**src/hw/timer3_params.svh**
```systemverilog
// register offsets, field positions, reset values and codes of the 16-bit timer/counter
// assumes a 32-bit bus with one register to an aligned word
`ifndef TIMER3_PARAMS_SVH
`define TIMER3_PARAMS_SVH

// byte addresses of the registers
`define CTRL_OFFSET 8'h00
`define COUNT_LOW_OFFSET 8'h04
`define COUNT_HIGH_OFFSET 8'h08
`define FLAGS_OFFSET 8'h0C
`define ENABLES_OFFSET 8'h10
`define PRIORITY_OFFSET 8'h14

// reset values
`define CTRL_RESET 8'h00
`define COUNT_RESET 16'h0000
`define BYTE_RESET 8'h00

// overflow bit position in the flag, enable and priority registers
`define OVF_BIT 1

// compare mode code that fires the special event trigger
`define SPECIAL_TRIGGER_MODE 4'hB

// last count before the wrap
`define COUNT_MAX 16'hFFFF

`endif

```
**src/hw/timer3_pkg.sv**
```systemverilog
// types shared by the 16-bit timer/counter
// assumes timer3_params.svh holds every numeric constant
package timer3_pkg;

    // control register, bit 7 down to bit 0
    typedef struct packed {
        logic wide_access_mode;
        logic timebase_hi;
        logic [1:0] input_prescale_select;
        logic timebase_lo;
        logic external_sync_bypass;
        logic count_source_select;
        logic counter_run;
    } ctrl_t;

    // prescale ratios
    typedef enum logic [1:0] {
        PS_DIV1 = 2'h0,
        PS_DIV2 = 2'h1,
        PS_DIV4 = 2'h2,
        PS_DIV8 = 2'h3
    } prescale_t;

    // which timer each capture/compare unit is handed
    typedef struct packed {
        logic unit_one_uses_this;
        logic unit_two_uses_this;
    } timebase_t;

endpackage

```
**src/hw/timer3_counter.sv**
```systemverilog
// 16-bit up timer/counter with prescaler, buffered wide access and trigger reset
// assumes an APB master on ref_clk (the instruction clock), async count pins,
// and capture/compare units that deliver one-cycle match pulses on ref_clk
//
// Contract
// - counter counts up through low and high byte, wrapping FFFF to 0000
// - each wrap latches overflow flag bit 1; interrupt only when enable bit set
// - source select 0 counts every instruction cycle, 1 counts external rising edges
// - external rising edge counts only after a falling edge since setup
// - sync bypass picks synchronized or unsynchronized external input; ignored internally
// - prescale field divides the source by 1, 2, 4 or 8
// - run bit lets the counter advance; cleared, the counter holds
// - time-base pair gives this counter to both, unit two, or neither
// - wide access bit selects one 16-bit access or two byte accesses
// - wide mode low-byte read copies live high byte into buffer; high reads return it
// - wide mode high writes go to buffer; loaded together with the low write
// - low-byte write clears the prescaler; high-byte write leaves it
// - special event trigger of a unit on this time base clears the counter
// - a unit two trigger also requests an A/D conversion when the converter is enabled
// - a counter write in the trigger cycle wins and the reset is dropped
// - a trigger reset from unit two never sets the overflow flag
// - secondary oscillator enabled forces its two pins to inputs reading zero
//
// Local design decisions: the APB slave port and the register offsets.
`include "timer3_params.svh"

module timer3_counter #(
    parameter int ADDR_WIDTH = 8
) (
    // clock and reset
    input wire logic ref_clk,
    input wire logic resetn,
    // apb slave
    input wire logic [ADDR_WIDTH-1:0] paddr,
    input wire logic psel,
    input wire logic penable,
    input wire logic pwrite,
    input wire logic [31:0] pwdata,
    output logic [31:0] prdata,
    output logic pready,
    output logic pslverr,
    // external count pins
    input wire logic external_count_input,
    input wire logic secondary_osc_input,
    input wire logic secondary_osc_enable,
    // capture/compare units
    input wire logic [3:0] unit_one_mode,
    input wire logic unit_one_match,
    input wire logic [3:0] unit_two_mode,
    input wire logic unit_two_match,
    output timer3_pkg::timebase_t timebase,
    output logic [15:0] count_value,
    // converter
    input wire logic adc_enable,
    output logic adc_start_request,
    // interrupt line
    output logic overflow_irq,
    // shared port pins
    input wire logic [1:0] port_c_direction,
    input wire logic [1:0] port_c_pins,
    output logic [1:0] port_c_direction_eff,
    output logic [1:0] port_c_read
);
    import timer3_pkg::*;

    ctrl_t ctrl;
    logic [15:0] count;
    logic [7:0] high_buffer;
    logic [2:0] presc;
    logic overflow_flag;
    logic overflow_irq_enable;
    logic overflow_irq_priority;
    logic [2:0] ext_sync;
    logic ext_level;
    logic ext_armed;
    logic ext_edge_q;
    wire logic [1:0] pin_level;

    // bus phases: capture the answer one cycle into access, act when it completes
    logic acc;
    logic cap;
    logic wr;
    logic wr_ctrl;
    logic wr_low;
    logic wr_high;
    logic wr_flags;
    logic rd_low_cap;
    assign acc = psel & penable & pready;
    assign cap = psel & penable & ~pready;
    assign wr = acc & pwrite;
    assign wr_ctrl = wr & (paddr == `CTRL_OFFSET);
    assign wr_low = wr & (paddr == `COUNT_LOW_OFFSET);
    assign wr_high = wr & (paddr == `COUNT_HIGH_OFFSET);
    assign wr_flags = wr & (paddr == `FLAGS_OFFSET);
    assign rd_low_cap = cap & ~pwrite & (paddr == `COUNT_LOW_OFFSET);

    // external source: oscillator pin when enabled, else the count pin
    logic ext_pin;
    logic ext_rise;
    logic ext_fall;
    logic ext_tick;
    logic src_tick;
    assign ext_pin = secondary_osc_enable ? secondary_osc_input : external_count_input;
    assign ext_rise = ext_sync[2] & ext_sync[1] & ~ext_level;
    assign ext_fall = ~ext_sync[2] & ~ext_sync[1] & ext_level;

    // three-stage synchronizer; level changes only once stages two and three agree
    always_ff @(posedge ref_clk or negedge resetn) begin
        if (!resetn) begin
            ext_sync <= 3'h0;
            ext_level <= 1'b0;
        end else begin
            ext_sync <= {ext_sync[1:0], ext_pin};
            if (ext_sync[1] == ext_sync[2]) begin
                ext_level <= ext_sync[2];
            end
        end
    end

    // arm on a falling edge; re-setup via the control register disarms
    always_ff @(posedge ref_clk or negedge resetn) begin
        if (!resetn) begin
            ext_armed <= 1'b0;
        end else if (wr_ctrl) begin
            ext_armed <= 1'b0;
        end else if (ext_fall) begin
            ext_armed <= 1'b1;
        end
    end

    // synchronized path adds one register stage; bypass takes the edge at once
    always_ff @(posedge ref_clk or negedge resetn) begin
        if (!resetn) begin
            ext_edge_q <= 1'b0;
        end else begin
            ext_edge_q <= ext_rise & ext_armed;
        end
    end

    assign ext_tick = ctrl.external_sync_bypass ? (ext_rise & ext_armed) : ext_edge_q;
    assign src_tick = ctrl.count_source_select ? ext_tick : 1'b1;

    // prescaler hit decode
    logic presc_hit;
    always_comb begin
        case (prescale_t'(ctrl.input_prescale_select))
            PS_DIV1: presc_hit = 1'b1;
            PS_DIV2: presc_hit = presc[0];
            PS_DIV4: presc_hit = &presc[1:0];
            PS_DIV8: presc_hit = &presc;
            default: presc_hit = 1'b1;
        endcase
    end

    logic advance;
    assign advance = ctrl.counter_run & src_tick & presc_hit;

    // prescaler only moves while running; low write restarts it
    always_ff @(posedge ref_clk or negedge resetn) begin
        if (!resetn) begin
            presc <= 3'h0;
        end else if (wr_low) begin
            presc <= 3'h0;
        end else if (ctrl.counter_run && src_tick) begin
            presc <= presc + 3'h1;
        end
    end

    // trigger qualification: mode code and time-base ownership
    logic trig_one;
    logic trig_two;
    logic trig;
    logic cnt_wr;
    assign trig_one = unit_one_match & (unit_one_mode == `SPECIAL_TRIGGER_MODE)
        & ctrl.timebase_hi;
    assign trig_two = unit_two_match & (unit_two_mode == `SPECIAL_TRIGGER_MODE)
        & (ctrl.timebase_hi | ctrl.timebase_lo);
    assign trig = trig_one | trig_two;
    assign cnt_wr = wr_low | (wr_high & ~ctrl.wide_access_mode);

    // control register
    always_ff @(posedge ref_clk or negedge resetn) begin
        if (!resetn) begin
            ctrl <= ctrl_t'(`CTRL_RESET);
        end else if (wr_ctrl) begin
            ctrl <= ctrl_t'(pwdata[7:0]);
        end
    end

    // counter: software write beats trigger beats counting
    always_ff @(posedge ref_clk or negedge resetn) begin
        if (!resetn) begin
            count <= `COUNT_RESET;
        end else if (wr_low) begin
            count[7:0] <= pwdata[7:0];
            if (ctrl.wide_access_mode) begin
                count[15:8] <= high_buffer;
            end
        end else if (wr_high && !ctrl.wide_access_mode) begin
            count[15:8] <= pwdata[7:0];
        end else if (trig) begin
            count <= `COUNT_RESET;
        end else if (advance) begin
            count <= count + 16'h0001;
        end
    end

    // high-byte buffer for wide access; snapped with the low-byte read data
    always_ff @(posedge ref_clk or negedge resetn) begin
        if (!resetn) begin
            high_buffer <= `BYTE_RESET;
        end else if (ctrl.wide_access_mode && wr_high) begin
            high_buffer <= pwdata[7:0];
        end else if (ctrl.wide_access_mode && rd_low_cap) begin
            high_buffer <= count[15:8];
        end
    end

    // overflow flag: the set term is masked by trig, so a reset never sets it
    logic ovf_set;
    logic ovf_clr;
    assign ovf_set = advance & (count == `COUNT_MAX) & ~cnt_wr & ~trig;
    assign ovf_clr = wr_flags & ~pwdata[`OVF_BIT];
    always_ff @(posedge ref_clk or negedge resetn) begin
        if (!resetn) begin
            overflow_flag <= 1'b0;
        end else begin
            overflow_flag <= ovf_set | (overflow_flag & ~ovf_clr);
        end
    end

    // enable and priority bits
    always_ff @(posedge ref_clk or negedge resetn) begin
        if (!resetn) begin
            overflow_irq_enable <= 1'b0;
            overflow_irq_priority <= 1'b0;
        end else if (wr && paddr == `ENABLES_OFFSET) begin
            overflow_irq_enable <= pwdata[`OVF_BIT];
        end else if (wr && paddr == `PRIORITY_OFFSET) begin
            overflow_irq_priority <= pwdata[`OVF_BIT];
        end
    end

    // registered side outputs
    always_ff @(posedge ref_clk or negedge resetn) begin
        if (!resetn) begin
            overflow_irq <= 1'b0;
            adc_start_request <= 1'b0;
            timebase <= '0;
        end else begin
            overflow_irq <= overflow_flag & overflow_irq_enable;
            adc_start_request <= trig_two & adc_enable;
            timebase.unit_one_uses_this <= ctrl.timebase_hi;
            timebase.unit_two_uses_this <= ctrl.timebase_hi | ctrl.timebase_lo;
        end
    end

    assign count_value = count;

    // read mux, captured one cycle before completion so pready and data rise together
    logic [7:0] rd_byte;
    logic rd_hit;
    always_comb begin
        rd_byte = 8'h00;
        rd_hit = 1'b1;
        case (paddr)
            `CTRL_OFFSET: rd_byte = ctrl;
            `COUNT_LOW_OFFSET: rd_byte = count[7:0];
            `COUNT_HIGH_OFFSET: rd_byte = ctrl.wide_access_mode ? high_buffer : count[15:8];
            `FLAGS_OFFSET: rd_byte = {6'h00, overflow_flag, 1'b0};
            `ENABLES_OFFSET: rd_byte = {6'h00, overflow_irq_enable, 1'b0};
            `PRIORITY_OFFSET: rd_byte = {6'h00, overflow_irq_priority, 1'b0};
            default: rd_hit = 1'b0;
        endcase
    end

    // apb answer: one wait cycle, unmapped gives pslverr and zero data
    always_ff @(posedge ref_clk or negedge resetn) begin
        if (!resetn) begin
            pready <= 1'b0;
            prdata <= 32'h00000000;
            pslverr <= 1'b0;
        end else begin
            pready <= cap;
            if (cap) begin
                prdata <= pwrite ? 32'h00000000 : {24'h000000, rd_byte};
                pslverr <= ~rd_hit;
            end else begin
                pslverr <= 1'b0;
            end
        end
    end

    // shared pins: synchronized, overridden while the oscillator owns them
    genvar gi;
    generate
        for (gi = 0; gi < 2; gi = gi + 1) begin : g_pin
            logic [2:0] pin_sync;
            logic pin_lvl;
            // one filtered level per pin, so no vector is written by two processes
            always_ff @(posedge ref_clk or negedge resetn) begin
                if (!resetn) begin
                    pin_sync <= 3'h0;
                    pin_lvl <= 1'b0;
                end else begin
                    pin_sync <= {pin_sync[1:0], port_c_pins[gi]};
                    if (pin_sync[1] == pin_sync[2]) begin
                        pin_lvl <= pin_sync[2];
                    end
                end
            end
            assign pin_level[gi] = pin_lvl;
        end
    endgenerate

    always_ff @(posedge ref_clk or negedge resetn) begin
        if (!resetn) begin
            port_c_direction_eff <= 2'h3;
            port_c_read <= 2'h0;
        end else begin
            port_c_direction_eff <= secondary_osc_enable ? 2'h3 : port_c_direction;
            port_c_read <= secondary_osc_enable ? 2'h0 : pin_level;
        end
    end
endmodule

```
**config.mk**
```make
export PLATFORM = sky130hd
export DESIGN_NAME = timer3_counter
export DESIGN_NICKNAME = d
export VERILOG_FILES = /design/src/hw/timer3_pkg.sv /design/src/hw/timer3_counter.sv
export VERILOG_INCLUDE_DIRS = /design/src /design/src/hw
export SDC_FILE = /design/constraint.sdc
export NUM_CORES = 1
export LEC_CHECK = 0
export BUFFER_PORTS_ARGS = -buffer_cell sky130_fd_sc_hd__buf_2
export CAP_MARGIN = 20
export CORE_ASPECT_RATIO = 0.6
export CORE_MARGIN = 2
export CORE_UTILIZATION = 53
export CTS_BUF_LIST = sky130_fd_sc_hd__clkbuf_4 sky130_fd_sc_hd__clkbuf_8
export DETAILED_ROUTE_END_ITERATION = 10
export GPL_TIMING_DRIVEN = 0
export PLACE_DENSITY = 0.83
export SLEW_MARGIN = 40
export SYNTH_ARGS = -nofsm -noshare
export SYNTH_HDL_FRONTEND = slang
export SYNTH_SLANG_ARGS = --single-unit
```
**constraint.sdc**
```tcl
create_clock -name ref_clk -period 3.01 [get_ports ref_clk]
set_clock_uncertainty 0.15 [all_clocks]
set_input_delay 0.4515 -clock ref_clk [delete_from_list [all_inputs] [get_ports ref_clk]]
set_output_delay 0.4515 -clock ref_clk [all_outputs]
set_load 0.005 [all_outputs]
```
==> metrics.md <==
| Metric | Value |
|---|---|
| Status | `finished, final reports clean` |
| Worst r2r dst | `count_value[10]$_DFFE_PN0P_` |
| Layout cell share with drive strength beyond 1 | `0.284` |
| Number of detailed-route iterations in the first pass | `5` |
| Nets | `570` |
| WP data required | `3110 ps` |
| Clk sinks | `70` |
| CORE AREA | `6820 sq um` |
| Leak pwr | `2.25 nW` |
| I/O pin cnt | `121` |
| Max Cap Viol | `0` |
| Max transition margin | `0.452` |
| Seq cells post-synth | `70` |
| WL final | `10.8 mm` |
| Post-synthesis sequential area ratio | `0.461` |
| Number of distinct library cells after synthesis | `60` |
| Worst-path clk slew | `70 ps` |
| Period minus WS final | `2820 ps` |
| Clock latency on the worst-skew pair | `360 ps` |
| Final Power | `1.93 mW` |
| IO buf count | `70` |
| WL/cell | `18.1 microns` |
| # diodes | `0` |
| Count of final setup violators | `0` |
| Full die area | `7890 sq um` |
| RSZ-0062 raised after global routing | `false` |
| Crit path max fanout | `10` |
| Vias in the first global route | `3,329` |
| WHS Path Cells | `1` |
| Hold Slack | `46.1 ps` |
| Multi-input gate area | `1850 sq um` |
| Clk pwr share | `0.377` |
| CP arrival | `2920 ps` |
| Worst Setup End Kind | `flop` |
| P_int | `1.44 mW` |
| Worst setup path startpoint | `ext_sync[1]$_DFF_PN0_` |
| HP Start | `port_c_pins[1]` |
| Post-synth ARST share | `1.00` |
| Post-route DRC | `0` |
| Fin crit share | `0.938` |
| DP Cell Count | `577` |
| Hold buffers post-CTS | `1` |
| Pin count of the biggest net entering global routing | `51` |
| Placer Congestion | `0.984` |
| Max Clock Freq | `354 MHz` |
| Post-CTS Resized | `0` |
| Setup_tns | `0 ps` |
| Die Span X | `113 microns` |
| Via-per-instance ratio | `5.83` |
| Power density cells | `419 nW/um^2` |
| Clock tree buffer depth | `2` |
| Starting Density | `0.558` |
| TritonCTS clock tree | `done` |
| Syn Inst Count | `396` |
| Worst-Margin Slew | `816 ps` |
| Setup Buffers After CTS | `0` |
| Std-Cell Rows | `23` |
| Finished Layout Cells | `594` |
| Startpoint types | `flop` |
| Fillers | `547` |
| Sw power | `488 uW` |
| Cell Area, Synth | `3800 sq um` |
| H-tree levels | `3` |
| Worst min-delay path category | `in -> reg` |
| Initial drt markers | `368` |
| GRT overflow | `0` |
| Logic gate share of total power | `0.104` |
| Clock Tree Root | `clkbuf_8` |
| R2R depth | `7` |
| Final Max Slew Viols | `0` |
| Crit path to | `count_value[10]$_DFFE_PN0P_` |
| Routed Antenna Nets | `0` |
| First-pass GRT wire length | `17.5 mm` |
| Post-DP HPWL | `8.16 mm` |
| IR drop worst, VDD | `411 uV` |
| Initial antenna violation count | `0` |
| DIE HEIGHT | `69.6 microns` |
| GRT Resource Usage Total | `0.289` |
| FF+latch area | `1750 sq um` |
| Reg-to-Reg Start | `ext_sync[1]$_DFF_PN0_` |
| Crit path kind | `reg -> reg` |
| Seq pwr share | `0.519` |
| Reg2reg setup slack | `190 ps` |
| Final hold vios | `0` |
| Vias | `3,461` |
| Sw Ratio | `0.253` |
| Post-synth EDFFs | `0` |
| Main synth FF type | `dfrtp_1` |
| Area Overhead vs Synth | `20.8%` |
| Num CTS Buffers | `9` |
| Syn_area_per_cell | `9.61 sq um` |
| Yosys warnings | `0` |
-- synth_stat cells (8+ instances only) --
cell type | instances | share of area
mux2_2 | 9 | 0.027
dfrtp_1 | 68 | 0.45
mux2i_1 | 16 | 0.042
nand3_1 | 16 | 0.021
a21oi_1 | 24 | 0.032
nor3_1 | 8 | 0.011
o21ai_0 | 34 | 0.045
nor2_1 | 32 | 0.032
clkbuf_1 | 12 | 0.012
nand2_1 | 33 | 0.033
buf_4 | 24 | 0.047
inv_1 | 11 | 0.011
-- power by group through the flow --
stage | Clock [mW] | Combinational [mW] | Sequential [mW]
after floorplan | 0 | 0.105 | 1.01
after global placement | 0 | 0.183 | 1.01
after detailed placement | 0 | 0.196 | 1.02
after CTS | 0.737 | 0.199 | 1.00
after global routing | 0.781 | 0.223 | 1.00
final | 0.726 | 0.200 | 1.00
-- cell type report --
| type | instances | area share |
|---|---|---|
| Multi-Input combinational cell | 297 | 0.402 |
| Sequential cell | 70 | 0.382 |
| Timing Repair Buffer | 72 | 0.0858 |
| Buffer | 41 | 0.0558 |
| Clock buffer | 13 | 0.0376 |
| Tap cell | 87 | 0.0237 |
| Inverter | 11 | 0.00899 |
| Clock inverter | 3 | 0.00381 |
-- cells by family (layout without fill, tap and decap cells) --
kind of cell,after synthesis,count (layout),share of synthesized area
buffers and inverters,52,140,0.0783
AO/OA/AOI/OAI,99,99,0.165
adder cells (fa/ha/maj),7,7,0.0217
multiplexers,27,27,0.0776
XOR/XNOR,5,5,0.0115
other,1,24,0.000986
flip-flops,70,70,0.461
AND/OR/NAND/NOR,135,135,0.184
-- placed cells by master (no fill, tap or decap), types with 5 or more instances in the layout --
master	instances
clkbuf_8	12
mux2_2	9
o21ai_0	34
ha_1	5
conb_1	24
mux2i_1	16
a21oi_1	24
and3_1	5
buf_2	73
dfrtp_1	68
nor2_1	32
nor2b_1	6
nand3_1	16
nand2_1	33
a22oi_1	5
buf_4	24
a211oi_1	6
clkbuf_1	12
nor4_1	5
inv_1	11
nor3_1	7
-- how the worst min path moves through the flow --
stage	end	slack, ps
floorplan	adc_start_request$_DFF_PN0_	6
global placement	ext_sync[1]$_DFF_PN0_	180
detailed placement	pready$_DFF_PN0_	170
CTS	g_pin[1].pin_sync[0]$_DFF_PN0_	40
global route	g_pin[1].pin_sync[0]$_DFF_PN0_	30
finish	g_pin[1].pin_sync[0]$_DFF_PN0_	50
-- sequential cells by signal (all words and copies together), names as in the netlist, 2 cells and up --
signal                cells
count_value              16
ext_sync                  3
prdata                    8
presc                     3
ctrl                      8
timebase                  2
port_c_read               2
g_pin.pin_sync            6
port_c_direction_eff      2
high_buffer               8
g_pin.pin_lvl             2
-- stage by stage --
| stage | setup slack [ps] | utilization | cell area, sq um |
|---|---|---|---|
| after floorplan | 446 | - | 3890 |
| after global placement | -89.7 | 0.638 | 4350 |
| after CTS | 263 | 0.673 | 4590 |
| after global routing | 77.1 | 0.673 | 4590 |
| after detailed placement | 119 | 0.644 | 4390 |
| final | 188 | 0.673 | 4590 |
-- worst max-delay path, stage by stage (launching register included) --
cell,delay [ps]
dfrtp_1,400
ha_1,210
and3b_1,200
o221a_2,350
and2_0,310
nor3_2,680
nor2_2,170
o22a_1,250
-- routing by layer --
metal  global-route usage  vias to the layer above  routed length (microns)
li1                     -                     1589                        -
met1                0.427                     1662                     4750
met2                0.407                      193                     4780
met3               0.0927                       17                     1110
met4               0.0813                        0                      137
met5                    0                        -                        0
Note: power is estimated with default switching activity, not from simulation.
